`src/logic/rcss_pkg.sv`:
```
// reset and clock start-up sequencer: shared constants and types
// assumes the block clock is the oscillator clock, so one cycle is one oscillator cycle
package rcss_pkg;

   // ****************************************************************
   // timing, figures in oscillator cycles except SEQ_CNT_W, a width in bits
   // ****************************************************************
   localparam int unsigned CLK_PER_OSC     = 1;       // block cycles per oscillator cycle
   localparam int unsigned WDOG_PULSE_OSC  = 512;     // watchdog reset pulse length
   localparam int unsigned BUS_VALID_OSC   = 32;      // release to valid address and data
   localparam int unsigned BOOT_HOLD_OSC   = 200;     // boot pins hold window after release
   localparam int unsigned BOOT_SAMPLE_OSC = 16;      // boot pins sampled here, inside the window
   localparam int unsigned PIN_LAT_CYC     = 3;       // pin rise to core release: two syncs, one flop
   localparam int unsigned PLL_LOCK_OSC    = 131072;  // pll lock time
   localparam int unsigned WDOG_PULSE_CYC  = WDOG_PULSE_OSC * CLK_PER_OSC;
   localparam int unsigned BUS_VALID_CYC   = BUS_VALID_OSC * CLK_PER_OSC;
   localparam int unsigned BOOT_SAMPLE_CYC = BOOT_SAMPLE_OSC * CLK_PER_OSC;
   localparam int unsigned PLL_LOCK_CYC    = PLL_LOCK_OSC * CLK_PER_OSC;
   localparam int unsigned SEQ_CNT_W       = 10;      // holds the longest sequencer count

   // ****************************************************************
   // clock selections and reset values
   // ****************************************************************
   localparam logic [1:0] DIV_SEL_BY4     = 2'h0;    // clock output = system clock / 4
   localparam logic [1:0] DIV_SEL_BY2     = 2'h1;    // clock output = system clock / 2
   localparam logic [1:0] CLKOUT_DIV_RST  = 2'h0;    // clkout_div_sel after reset
   localparam int unsigned MULT_W         = 4;       // width of the pll multiplier
   localparam logic [3:0] PLL_MULT_BYPASS = 4'h0;    // pll bypassed, system clock = osc / 2

   // ****************************************************************
   // sequencer states, gray along hold, start, run, watchdog
   // ****************************************************************
   typedef enum logic [1:0] {
      ST_HOLD  = 2'h0,
      ST_START = 2'h1,
      ST_RUN   = 2'h3,
      ST_WDOG  = 2'h2
   } rcss_state_t;

endpackage : rcss_pkg

```
`src/logic/rcss_clk_if.sv`:
```
// carrier between the sequencer and its clock divider
// assumes both ends run on the oscillator clock
`timescale 1ns/1ps
`default_nettype none
interface rcss_clk_if;
   logic       run;        // core out of reset
   logic       half_mode;  // system clock at osc / 2
   logic [1:0] div_sel;    // clkout_div_sel
   logic       sysclk_en;  // one-cycle system clock enable
   logic       pin;        // clock_output_pin level

   modport ctl (output run, output half_mode, output div_sel, input sysclk_en, input pin);
   modport div (input run, input half_mode, input div_sel, output sysclk_en, output pin);
endinterface : rcss_clk_if
`default_nettype wire

```
`src/logic/rcss_clkdiv.sv`:
```
// system clock enable and clock output divider
// assumes run, half_mode and div_sel come from flops on the same clock
`timescale 1ns/1ps
`default_nettype none
module rcss_clkdiv (
   input  wire logic i_clk,     // oscillator clock
   input  wire logic i_resetn,  // synchronous reset, active low
   rcss_clk_if.div   bus        // controls in, enable and pin out
);

   logic phase;
   logic next_phase;
   logic en;
   logic next_en;
   logic half_cnt;
   logic next_half_cnt;
   logic pin;
   logic next_pin;

   // ****************************************************************
   // divider
   // ****************************************************************

   // enable every other cycle in half mode, then count enables for the pin
   always_comb begin
      next_phase    = 1'b0;
      next_en       = 1'b0;
      next_half_cnt = half_cnt;
      next_pin      = pin;
      if (!bus.run) begin
         next_half_cnt = 1'b0;
         next_pin      = 1'b0;
      end else begin
         if (bus.half_mode) begin
            next_phase = ~phase;
            next_en    = phase;
         end else begin
            next_en    = 1'b1;
         end
         if (en) begin
            unique case (bus.div_sel)
               rcss_pkg::DIV_SEL_BY4: begin
                  next_half_cnt = ~half_cnt;
                  if (half_cnt) begin
                     next_pin = ~pin;
                  end
               end
               rcss_pkg::DIV_SEL_BY2: begin
                  next_pin = ~pin;
               end
               default: begin
                  next_pin = 1'b0;                  // remaining codes hold the pin low
               end
            endcase
         end
      end
   end

   // registers only
   always_ff @(posedge i_clk) begin
      if (!i_resetn) begin
         phase    <= 1'b0;
         en       <= 1'b0;
         half_cnt <= 1'b0;
         pin      <= 1'b0;
      end else begin
         phase    <= next_phase;
         en       <= next_en;
         half_cnt <= next_half_cnt;
         pin      <= next_pin;
      end
   end

   assign bus.sysclk_en = en;
   assign bus.pin       = pin;

   // ****************************************************************
   // checks
   // ****************************************************************
   property p_sys_half;
      @(posedge i_clk) disable iff (!i_resetn || !bus.run)
      bus.half_mode && bus.sysclk_en |=> !bus.sysclk_en ##1 (bus.sysclk_en || !bus.half_mode);
   endproperty
   a_sys_half: assert property (p_sys_half) else $error("system clock not at osc / 2");

   property p_clkout_eighth;
      @(posedge i_clk) disable iff (!i_resetn || !bus.run || !bus.half_mode
                                    || bus.div_sel != rcss_pkg::DIV_SEL_BY4)
      $rose(bus.pin) && $past(bus.half_mode) |-> bus.pin[*4] ##1 !bus.pin[*4] ##1 bus.pin;
   endproperty
   a_clkout_eighth: assert property (p_clkout_eighth) else $error("clock output not osc / 8");

endmodule : rcss_clkdiv
`default_nettype wire

```
`src/logic/rcss_top.sv`:
```
// reset and clock start-up sequencer, top level
// assumes i_clk is the oscillator clock; the reset pin and boot pins are asynchronous,
// watchdog trip and the write strobes come from logic on i_clk
//
// Notes on behaviour
// at power-up the reset pin stays low 8 cycles after clock is stable
// a warm reset holds the reset pin low at least 8 cycles
// a watchdog trip drives a reset pulse of 512 cycles
// address and data become valid 32 cycles after the reset pin rises
// boot pins stay steady 200 cycles after release so they sample cleanly
// after reset the system clock runs at half the oscillator rate
// clock divider select resets to 0, dividing system clock by 4
// a new pll multiplier runs at half rate for 131072 cycles, then switches
// core stays in reset while the pin is low, starts on first high edge
`timescale 1ns/1ps
`default_nettype none
module rcss_top #(
   parameter int unsigned BOOT_W   = 4,                        // boot-mode pin count
   parameter int unsigned LOCK_CYC = rcss_pkg::PLL_LOCK_CYC    // pll lock cycles
) (
   input  wire logic                   i_clk,               // oscillator clock, 40 MHz
   input  wire logic                   i_resetn,            // synchronous reset, active low
   input  wire logic                   i_ext_reset_n,       // ext_reset_n pin, asynchronous
   input  wire logic                   i_wdog_trip,         // watchdog trip pulse
   input  wire logic [BOOT_W-1:0]      i_boot_mode,         // boot-mode pins, asynchronous
   input  wire logic                   i_pll_wr,            // write pll_ratio_ctl
   input  wire logic [rcss_pkg::MULT_W-1:0] i_pll_mult,     // new multiplier
   input  wire logic                   i_clkout_div_wr,     // write clkout_div_sel
   input  wire logic [1:0]             i_clkout_div,        // new clkout_div_sel
   output logic                        o_core_resetn,       // internal reset, active low
   output logic                        o_wdog_reset_n,      // watchdog reset pulse, active low
   output logic                        o_bus_valid,         // address and data valid
   output logic [BOOT_W-1:0]           o_boot_mode,         // sampled boot mode
   output logic                        o_boot_valid,        // boot mode captured
   output logic                        o_sysclk_en,         // system_clock enable pulse
   output logic                        o_clock_output_pin,  // clock_output_pin
   output logic                        o_sys_half,          // system clock at osc / 2
   output logic                        o_pll_busy,          // pll relock in progress
   output logic [rcss_pkg::MULT_W-1:0] o_pll_mult           // multiplier in force
);

   localparam int unsigned LOCK_W = $clog2(LOCK_CYC + 1);
   localparam int unsigned CW     = rcss_pkg::SEQ_CNT_W;

   rcss_clk_if clk_bus ();

   logic                       pin_s1;
   logic                       pin_s2;
   logic [BOOT_W-1:0]          boot_s1;
   logic [BOOT_W-1:0]          boot_s2;
   rcss_pkg::rcss_state_t      state;
   rcss_pkg::rcss_state_t      next_state;
   logic [CW-1:0]              cnt;
   logic [CW-1:0]              next_cnt;
   logic                       next_core_resetn;
   logic                       next_wdog_reset_n;
   logic                       next_bus_valid;
   logic [BOOT_W-1:0]          next_boot_mode;
   logic                       next_boot_valid;
   logic                       next_pll_busy;
   logic                       next_sys_half;
   logic [rcss_pkg::MULT_W-1:0] next_pll_mult;
   logic [rcss_pkg::MULT_W-1:0] pend_mult;
   logic [rcss_pkg::MULT_W-1:0] next_pend_mult;
   logic [LOCK_W-1:0]          lock_cnt;
   logic [LOCK_W-1:0]          next_lock_cnt;
   logic [1:0]                 div_sel;
   logic [1:0]                 next_div_sel;
   logic [CW-1:0]              h_wlow;

   // ****************************************************************
   // input synchronisers
   // ****************************************************************

   // two flops on the reset pin and the boot pins
   always_ff @(posedge i_clk) begin
      if (!i_resetn) begin
         pin_s1  <= 1'b0;
         pin_s2  <= 1'b0;
         boot_s1 <= '0;
         boot_s2 <= '0;
      end else begin
         pin_s1  <= i_ext_reset_n;
         pin_s2  <= pin_s1;
         boot_s1 <= i_boot_mode;
         boot_s2 <= boot_s1;
      end
   end

   // ****************************************************************
   // reset sequencer
   // ****************************************************************

   // hold, start-up count, run, watchdog pulse
   always_comb begin
      next_state        = state;
      next_cnt          = cnt;
      next_core_resetn  = o_core_resetn;
      next_wdog_reset_n = 1'b1;
      next_bus_valid    = o_bus_valid;
      next_boot_mode    = o_boot_mode;
      next_boot_valid   = o_boot_valid;
      unique case (state)
         rcss_pkg::ST_HOLD: begin
            next_cnt         = '0;
            next_core_resetn = 1'b0;
            next_bus_valid   = 1'b0;
            next_boot_valid  = 1'b0;
            if (pin_s2) begin
               next_state       = rcss_pkg::ST_START;
               next_core_resetn = 1'b1;
            end
         end
         rcss_pkg::ST_START, rcss_pkg::ST_RUN: begin
            if (state == rcss_pkg::ST_START) begin
               next_cnt = cnt + CW'(1);
               if (cnt == CW'(rcss_pkg::BOOT_SAMPLE_CYC - 1)) begin
                  next_boot_mode  = boot_s2;
                  next_boot_valid = 1'b1;
               end
               // the pin latency already spent part of the window after the pin rose
               if (cnt == CW'(rcss_pkg::BUS_VALID_CYC - rcss_pkg::PIN_LAT_CYC - 1)) begin
                  next_bus_valid = 1'b1;
                  next_state     = rcss_pkg::ST_RUN;
               end
            end
            if (!pin_s2) begin
               next_state       = rcss_pkg::ST_HOLD;
               next_core_resetn = 1'b0;
               next_bus_valid   = 1'b0;
            end else if (i_wdog_trip) begin
               next_state        = rcss_pkg::ST_WDOG;
               next_cnt          = '0;
               next_wdog_reset_n = 1'b0;
               next_core_resetn  = 1'b0;
               next_bus_valid    = 1'b0;
            end
         end
         rcss_pkg::ST_WDOG: begin
            next_cnt          = cnt + CW'(1);
            next_wdog_reset_n = 1'b0;
            if (cnt == CW'(rcss_pkg::WDOG_PULSE_CYC - 1)) begin
               next_wdog_reset_n = 1'b1;
               next_state        = rcss_pkg::ST_HOLD;
            end
         end
      endcase
   end

   // registers only
   always_ff @(posedge i_clk) begin
      if (!i_resetn) begin
         state          <= rcss_pkg::ST_HOLD;
         cnt            <= '0;
         o_core_resetn  <= 1'b0;
         o_wdog_reset_n <= 1'b1;
         o_bus_valid    <= 1'b0;
         o_boot_mode    <= '0;
         o_boot_valid   <= 1'b0;
      end else begin
         state          <= next_state;
         cnt            <= next_cnt;
         o_core_resetn  <= next_core_resetn;
         o_wdog_reset_n <= next_wdog_reset_n;
         o_bus_valid    <= next_bus_valid;
         o_boot_mode    <= next_boot_mode;
         o_boot_valid   <= next_boot_valid;
      end
   end

   // ****************************************************************
   // pll ratio and clock output select
   // ****************************************************************

   // reset values while core is held, relock at half rate on a ratio write
   always_comb begin
      next_pll_busy  = o_pll_busy;
      next_sys_half  = o_sys_half;
      next_pll_mult  = o_pll_mult;
      next_pend_mult = pend_mult;
      next_lock_cnt  = lock_cnt;
      next_div_sel   = div_sel;
      if (!o_core_resetn) begin
         next_pll_busy  = 1'b0;
         next_sys_half  = 1'b1;
         next_pll_mult  = rcss_pkg::PLL_MULT_BYPASS;
         next_pend_mult = rcss_pkg::PLL_MULT_BYPASS;
         next_lock_cnt  = '0;
         next_div_sel   = rcss_pkg::CLKOUT_DIV_RST;
      end else begin
         if (i_clkout_div_wr) begin
            next_div_sel = i_clkout_div;
         end
         if (i_pll_wr) begin
            next_pend_mult = i_pll_mult;
            next_pll_busy  = 1'b1;
            next_sys_half  = 1'b1;
            next_lock_cnt  = '0;
         end else if (o_pll_busy) begin
            next_lock_cnt = lock_cnt + LOCK_W'(1);
            if (lock_cnt == LOCK_W'(LOCK_CYC - 1)) begin
               next_pll_busy = 1'b0;
               next_pll_mult = pend_mult;
               next_sys_half = (pend_mult == rcss_pkg::PLL_MULT_BYPASS);
            end
         end
      end
   end

   // registers only
   always_ff @(posedge i_clk) begin
      if (!i_resetn) begin
         o_pll_busy <= 1'b0;
         o_sys_half <= 1'b1;
         o_pll_mult <= rcss_pkg::PLL_MULT_BYPASS;
         pend_mult  <= rcss_pkg::PLL_MULT_BYPASS;
         lock_cnt   <= '0;
         div_sel    <= rcss_pkg::CLKOUT_DIV_RST;
      end else begin
         o_pll_busy <= next_pll_busy;
         o_sys_half <= next_sys_half;
         o_pll_mult <= next_pll_mult;
         pend_mult  <= next_pend_mult;
         lock_cnt   <= next_lock_cnt;
         div_sel    <= next_div_sel;
      end
   end

   // ****************************************************************
   // clock divider
   // ****************************************************************
   assign clk_bus.run       = o_core_resetn;
   assign clk_bus.half_mode = o_sys_half;
   assign clk_bus.div_sel   = div_sel;
   assign o_sysclk_en        = clk_bus.sysclk_en;
   assign o_clock_output_pin = clk_bus.pin;

   rcss_clkdiv u_div (
      .i_clk    (i_clk),
      .i_resetn (i_resetn),
      .bus      (clk_bus.div)
   );

   // ****************************************************************
   // checks
   // ****************************************************************

   // length of the current watchdog pulse
   always_ff @(posedge i_clk) begin
      if (!i_resetn) begin
         h_wlow <= '0;
      end else begin
         h_wlow <= o_wdog_reset_n ? '0 : h_wlow + CW'(1);
      end
   end

   property p_wdog_pulse;
      @(posedge i_clk) disable iff (!i_resetn)
      $rose(o_wdog_reset_n) |-> h_wlow == CW'(rcss_pkg::WDOG_PULSE_CYC);
   endproperty
   a_wdog_pulse: assert property (p_wdog_pulse) else $error("watchdog pulse length wrong");

   property p_bus_valid;
      @(posedge i_clk) disable iff (!i_resetn || !o_core_resetn || !o_wdog_reset_n)
      $rose(o_core_resetn) |-> !o_bus_valid ##28 !o_bus_valid ##1 o_bus_valid;
   endproperty
   a_bus_valid: assert property (p_bus_valid) else $error("bus valid not 32 cycles");

   property p_core_hold;
      @(posedge i_clk) disable iff (!i_resetn)
      !pin_s2 |=> !o_core_resetn && !o_bus_valid;
   endproperty
   a_core_hold: assert property (p_core_hold) else $error("core left reset with pin low");

   property p_core_start;
      @(posedge i_clk) disable iff (!i_resetn)
      state == rcss_pkg::ST_HOLD && pin_s2 |=> o_core_resetn;
   endproperty
   a_core_start: assert property (p_core_start) else $error("start-up did not begin");

   property p_reset_defaults;
      @(posedge i_clk) disable iff (!i_resetn)
      !o_core_resetn |=> o_sys_half && div_sel == rcss_pkg::CLKOUT_DIV_RST;
   endproperty
   a_reset_defaults: assert property (p_reset_defaults) else $error("reset clock defaults wrong");

   property p_lock_half;
      @(posedge i_clk) disable iff (!i_resetn)
      o_core_resetn && i_pll_wr |=> o_pll_busy && o_sys_half && lock_cnt == '0;
   endproperty
   a_lock_half: assert property (p_lock_half) else $error("relock not at half rate");

   property p_lock_done;
      @(posedge i_clk) disable iff (!i_resetn || !o_core_resetn)
      o_pll_busy && !i_pll_wr && lock_cnt == LOCK_W'(LOCK_CYC - 1)
         |=> !o_pll_busy && o_pll_mult == $past(pend_mult);
   endproperty
   a_lock_done: assert property (p_lock_done) else $error("pll switch not at lock count");

   property p_busy_half;
      @(posedge i_clk) disable iff (!i_resetn)
      o_pll_busy |-> o_sys_half;
   endproperty
   a_busy_half: assert property (p_busy_half) else $error("full rate during relock");

endmodule : rcss_top
`default_nettype wire

```
`config.mk`:
```
export PLATFORM = sky130hd
export DESIGN_NAME = rcss_top
export DESIGN_NICKNAME = d
export VERILOG_FILES = /design/src/logic/rcss_pkg.sv /design/src/logic/rcss_clk_if.sv /design/src/logic/rcss_clkdiv.sv /design/src/logic/rcss_top.sv
export SDC_FILE = /design/constraint.sdc
export NUM_CORES = 1
export LEC_CHECK = 0
export ABC_CLOCK_PERIOD_IN_PS = 2760
export BUFFER_PORTS_ARGS = -buffer_cell sky130_fd_sc_hd__buf_2
export CAP_MARGIN = 15
export CORE_UTILIZATION = 43
export DETAILED_ROUTE_END_ITERATION = 7
export HOLD_SLACK_MARGIN = 0.12
export PLACE_DENSITY = 0.67
export REMOVE_ABC_BUFFERS = 1
export SYNTH_ARGS = -nofsm -noshare
export SYNTH_HDL_FRONTEND = slang
export SYNTH_SLANG_ARGS = --single-unit
```
`constraint.sdc`:
```
create_clock -name i_clk -period 2.76 [get_ports i_clk]
set_clock_uncertainty 0.1 [all_clocks]
set_input_delay 0 -clock i_clk [delete_from_list [all_inputs] [get_ports i_clk]]
set_output_delay 0 -clock i_clk [all_outputs]
set_load 0.01 [all_outputs]
```
# [Yosys cells after proc, flatten, opt, wreduce, memory -nomap -nowiden]
# Index checks and enable logic that the tools add are counted.
[totals] ff_bits=64 input_bits=16 out_inout_bits=16 word_cells=95
[classes] n_addsub=2 n_eq_ne=16 muxes=33 n_bitwise=6 reduce_logical=17
[ops] operator="10-bit 2-to-1 mux" n=3
[ops] operator="10-bit case mux with 3 select lines" n=1
[ops] operator="18-bit by 1-bit adder with 18-bit output (second input constant)" n=1
[ops] operator="18-bit by 17-bit equality test with 1-bit output (second input constant)" n=1
[ops] operator="1-bit 2-to-1 mux" n=17
[ops] operator="3-bit AND reduction" n=5
[ops] operator="2-bit 2-to-1 mux" n=6
[ops] operator="10-bit by 1-bit adder with 10-bit output (second input constant)" n=1
[ops] operator="10-bit by 4-bit equality test with 1-bit output (second input constant)" n=1
[ops] operator="10-bit by 5-bit equality test with 1-bit output (second input constant)" n=1
[ops] operator="10-bit by 9-bit equality test with 1-bit output (second input constant)" n=1
[ops] operator="1-bit case mux with 2 select lines" n=5
[ops] operator="2-bit AND reduction" n=5
[ops] operator="2-bit != test (second input constant)" n=4
[ops] operator="4-bit != test (second input constant)" n=2
[ops] operator="1-bit inverter" n=6
[ops] operator="2-bit case mux with 3 select lines" n=1
[ops] operator="2-bit by 1-bit equality test with 1-bit output (second input constant)" n=2
[ops] operator="2-bit equality test (second input constant)" n=2
[ops] operator="2-bit logical NOT" n=2
[ops] operator="4-bit logical NOT" n=1
[ops] operator="4-bit AND reduction" n=1
[ops] operator="3-bit != test (second input constant)" n=1
[ops] operator="3-bit OR reduction" n=1
[ops] operator="3 further kinds" n=3

# [Depth between registers and ports, before layout]
[logic_depth] word_depth=6 depth_mapped=6 depth_no_buf=6

# [Modules after synthesis]
# From an unflattened synthesis, not the netlist that was laid out.
[unflattened] cells_unflattened=334 area_unflattened_um2=2895.3
[modules_own_cells] module="rcss_top" instances=1 cells_each=318 area_each_um2=2742.6
[modules_own_cells] module="rcss_clkdiv" instances=1 cells_each=16 area_each_um2=152.6

# [Least setup slack after synthesis]
# OpenSTA, ideal clock, no wires.
[synth_timing] kind="reg-to-reg" from="register lock_cnt[4]" to="register o_sys_half" setup_ns=0.120 arrival_ns=1.809 required_ns=2.540 path_slack_ns=0.731 stages_incl_launch_ff=6 path_buffers=1 period_less_slack_ns=2.029 path_cell_list="dfxtp_1 nand4_4 or4_1 clkbuf_2 or4_1 o31a_1"
[synth_between] elab_chain_len=2
[synth_lines] element="from (decl)" line_no="rcss_top.sv:65" text="logic [LOCK_W-1:0] lock_cnt;"
[synth_lines] element="from (signal assigned)" line_no="rcss_top.sv:224" text="lock_cnt <= next_lock_cnt;"
[synth_lines] element="18-bit by 17-bit equality test with 1-bit output" line_no="rcss_top.sv:201" text="if (lock_cnt == LOCK_W'(LOCK_CYC - 1)) begin"
[synth_lines] element="2-bit AND reduction (no line)"
[synth_lines] element="to (signal assigned)" line_no="rcss_top.sv:221" text="o_sys_half <= next_sys_half;"
[synth_lines] element="to (decl)" line_no="rcss_top.sv:37" text="output logic o_sys_half,"
# No other way between the ends.
# A chain may end at the register's enable or synchronous reset.

# [Worst setup path in the final report]
# Same ends and word-level chain as after synthesis.

==> flow_summary.yaml <==
status:
  status: "finished, final reports clean"
timing:
  setup_violations: 0
  tightest_slew_ns: 0.7701
  rsz0062_at_grt: "false"
  period_needed_ns: 2.158
  final.setup.tns_ns: 0
  max_freq_mhz: 463.4
  slew_headroom: 0.4859
  hold_ws_ns: 0.3128
  fin_crit_sh: 0.7818
  setup_ws_ns: 0.6023
  slew_violations: 0
  final-hold-violation-count: 0
cells_and_area:
  areaGrowthSynthToFinish_pct: 24.35
  final_nets: 403
  multi_input_area_um2: 1438
  fill_cells: 573
  regArea_um2: 1281
  drive_above_1_share: 0.1414
  diodes: 0
  stdcell_count: 466
clock_network:
  h-tree-depth: 3
  cts_made_buffers: 9
  clkTransAtPathRegs_ns: 0.07
  post_cts_buffers: 0
  clock_latency_ns: 0.34
  cts_root_buf: "clkbuf_8"
  clock-sinks: 64
  tritoncts: "built"
  cts_max_path_buffers: 2
setup_path:
  start_kind: "flip-flop"
  critPathArrivalTime_ns: 2.29
  rrSetupSlack_ns: 0.60
  crit_fanout: 9
  path_class: "flip-flop to flip-flop"
  crit_end: "o_sys_half"
  r2r-start: "lock_cnt[4]"
  r2r-end: "o_sys_half"
  r2r_cells: 4
  cp.required_ns: 2.89
  cp-end-kind: "flip-flop"
  critPathLaunch: "lock_cnt[4]"
routing:
  wire_per_inst_um: 13.36
  vias: 2522
  drc_errors: 0
  drtPass1Iterations: 4
  drtAntennaViolNets: 0
  avgViaCountPerCell: 5.412
  routed_wl_mm: 6.225
  drt_iter0_drc: 123
pwr:
  power_w: 0.002014
  p_leak_nw: 1.286
  p_per_area_nw_per_um2: 570.9
  vdd_drop_max_mv: 0.5461
synthesis:
  synth_area_per_cell_um2: 8.492
  ys_seq_area_frac: 0.4517
  synth_top_area_cell: "dfxtp_1"
  synth_top_area_frac: 0.4517
  synth.area.top_cells: "dfxtp_1 (45%), nor2_1 (5.3%), o21ai_0 (4.9%)"
  ys_async_sr_fraction: 0
  synth_area_um2: 2836
  synthCells: 334
  yosysUniqueCellTypes: 48
  synth_edf_count: 0
  ys.flop_type: "dfxtp_1"
  yosys_warnings: 0
  synth-seq-cells: 64
placement:
  dp.cells: 426
  numPortBuffers: 31
  dp_hpwl_mm: 3.856
  gp_congestion: 0.8238
  dp_slack_ns: 0.6204
min_path:
  hold_class: "input port to flip-flop"
  hp-start: "i_ext_reset_n"
floorplan:
  core_um2: 6350
  initial_utilization: 0.4467
  die_w_um: 83.22
  die_h_um: 83.22
  die_area_um2: 6926
  num_rows: 29
  io_pins: 32
global_routing:
  grt_pass1_vias: 2440
  grt_pass1_wl_mm: 10.80
  antenna_found_initial: 0
  grt_start_max_net_pins: 38
  gr-usage-all-layers: 0.1909
  grt-ovfl-total: 0
run:
  maxCapViolCount: 0
## registers in the layout, summed over array words and instances, names as in the netlist, 2 cells and up
| name | cells |
|---|---|
| boot_s1 | 4 |
| cnt | 10 |
| pend_mult | 4 |
| lock_cnt | 18 |
| clk_bus.div_sel | 2 |
| state | 2 |
| boot_s2 | 4 |
| o_boot_mode | 4 |
| o_pll_mult | 4 |
## per-stage QoR
step / area [um2] / util
after floorplan: 2768 / -
after global placement: 3034 / 0.4778
after detailed placement: 3034 / 0.4778
after CTS: 3527 / 0.5555
after global routing: 3527 / 0.5555
final: 3527 / 0.5555
## where the power goes
group	internal [W]	switching, W
Clock	0.000629	0.000373
Sequential	0.000932	0.00000668
Combinational	0.0000424	0.0000306
## final cells by class
class / instances / area share
clock buffer: 10 / 0.03902
sequential: 64 / 0.3633
timing repair buffer: 57 / 0.1164
tap: 77 / 0.02731
inverter: 13 / 0.01383
multi-input combinational: 239 / 0.4076
clock inverter: 6 / 0.03264
## critical path, cell delays in order, from the launching register on
cell and delay (ns):
dfxtp_1 0.44, nand4_4 0.17, or4_1 0.67, or4_1 0.56
o31a_1 0.11
## worst min-delay path by stage
| stage | slack [ns] | cells past startpoint | to |
|---|---|---|---|
| 6_report | 0.31 | 3 | pin_s1 |
| 2_1_floorplan | -0.02 | 1 | o_wdog_reset_n |
| 5_1_grt | 0.32 | 3 | boot_s1[1] |
| 4_1_cts | 0.29 | 3 | pin_s1 |
| 3_3_place_gp | 0.11 | 2 | pin_s1 |
| 3_5_place_dp | 0.11 | 2 | boot_s1[3] |
## synth_stat cells (4+ instances only)
cell      instances
nor3_1            6
mux2i_1           8
nor2_1           40
xor2_1            5
inv_1            13
a21boi_0          4
clkbuf_1         17
nand2_1          19
and2_1           13
dfxtp_1          64
nand2b_1          4
nand3_1          17
nor4_1            7
or3_1             6
a21oi_1          17
nand4_1           8
xnor2_1           7
and3_1            5
o21ai_0          28
## metal layers
layer,part of all wire,track usage
met1,0.46,0.2367
met2,0.48,0.3122
met3,0.041,0.04771
met4,0.022,0.08621
met5,0,0
## cell families after synthesis
kind of cell | count (synthesis) | share of synthesized area
XOR/XNOR | 12 | 0.03705
flip-flops | 64 | 0.4517
adder cells (fa/ha/maj) | 3 | 0.01323
AO/OA/AOI/OAI | 70 | 0.1495
multiplexers | 9 | 0.03220
buffers and inverters | 31 | 0.04146
AND/OR/NAND/NOR | 145 | 0.2748
## timing repair
action                                 4_1_cts  5_1_grt
hold buffers                                24        0
setup endpoints to repair                    0        0
gates resized for setup                      0        0
endpoints found under the hold margin       36        0
## cells in the final DEF, fill, tap and decap left out, types with 2 or more instances in the layout
master / n
nor4_1: 7
and4_1: 3
dlygate4sd3_1: 24
o31a_1: 2
mux2i_1: 8
clkbuf_8: 10
o311a_1: 2
buf_4: 2
ha_1: 3
inv_1: 13
nor3_1: 6
a21boi_0: 4
o21a_1: 3
o21ai_0: 28
nand2b_1: 4
o22ai_1: 3
dfxtp_1: 64
nor2b_1: 2
a21oi_1: 17
and2_1: 13
buf_2: 31
nand3_1: 17
xor2_1: 5
xnor2_1: 7
o311ai_0: 2
or4_1: 3
nand4_1: 8
nand2_1: 19
o2111ai_1: 2
nor3b_1: 3
or3_1: 6
and3_1: 5
nor2_1: 40
bufinv_16: 3
Power figures use the tool's default switching activity.
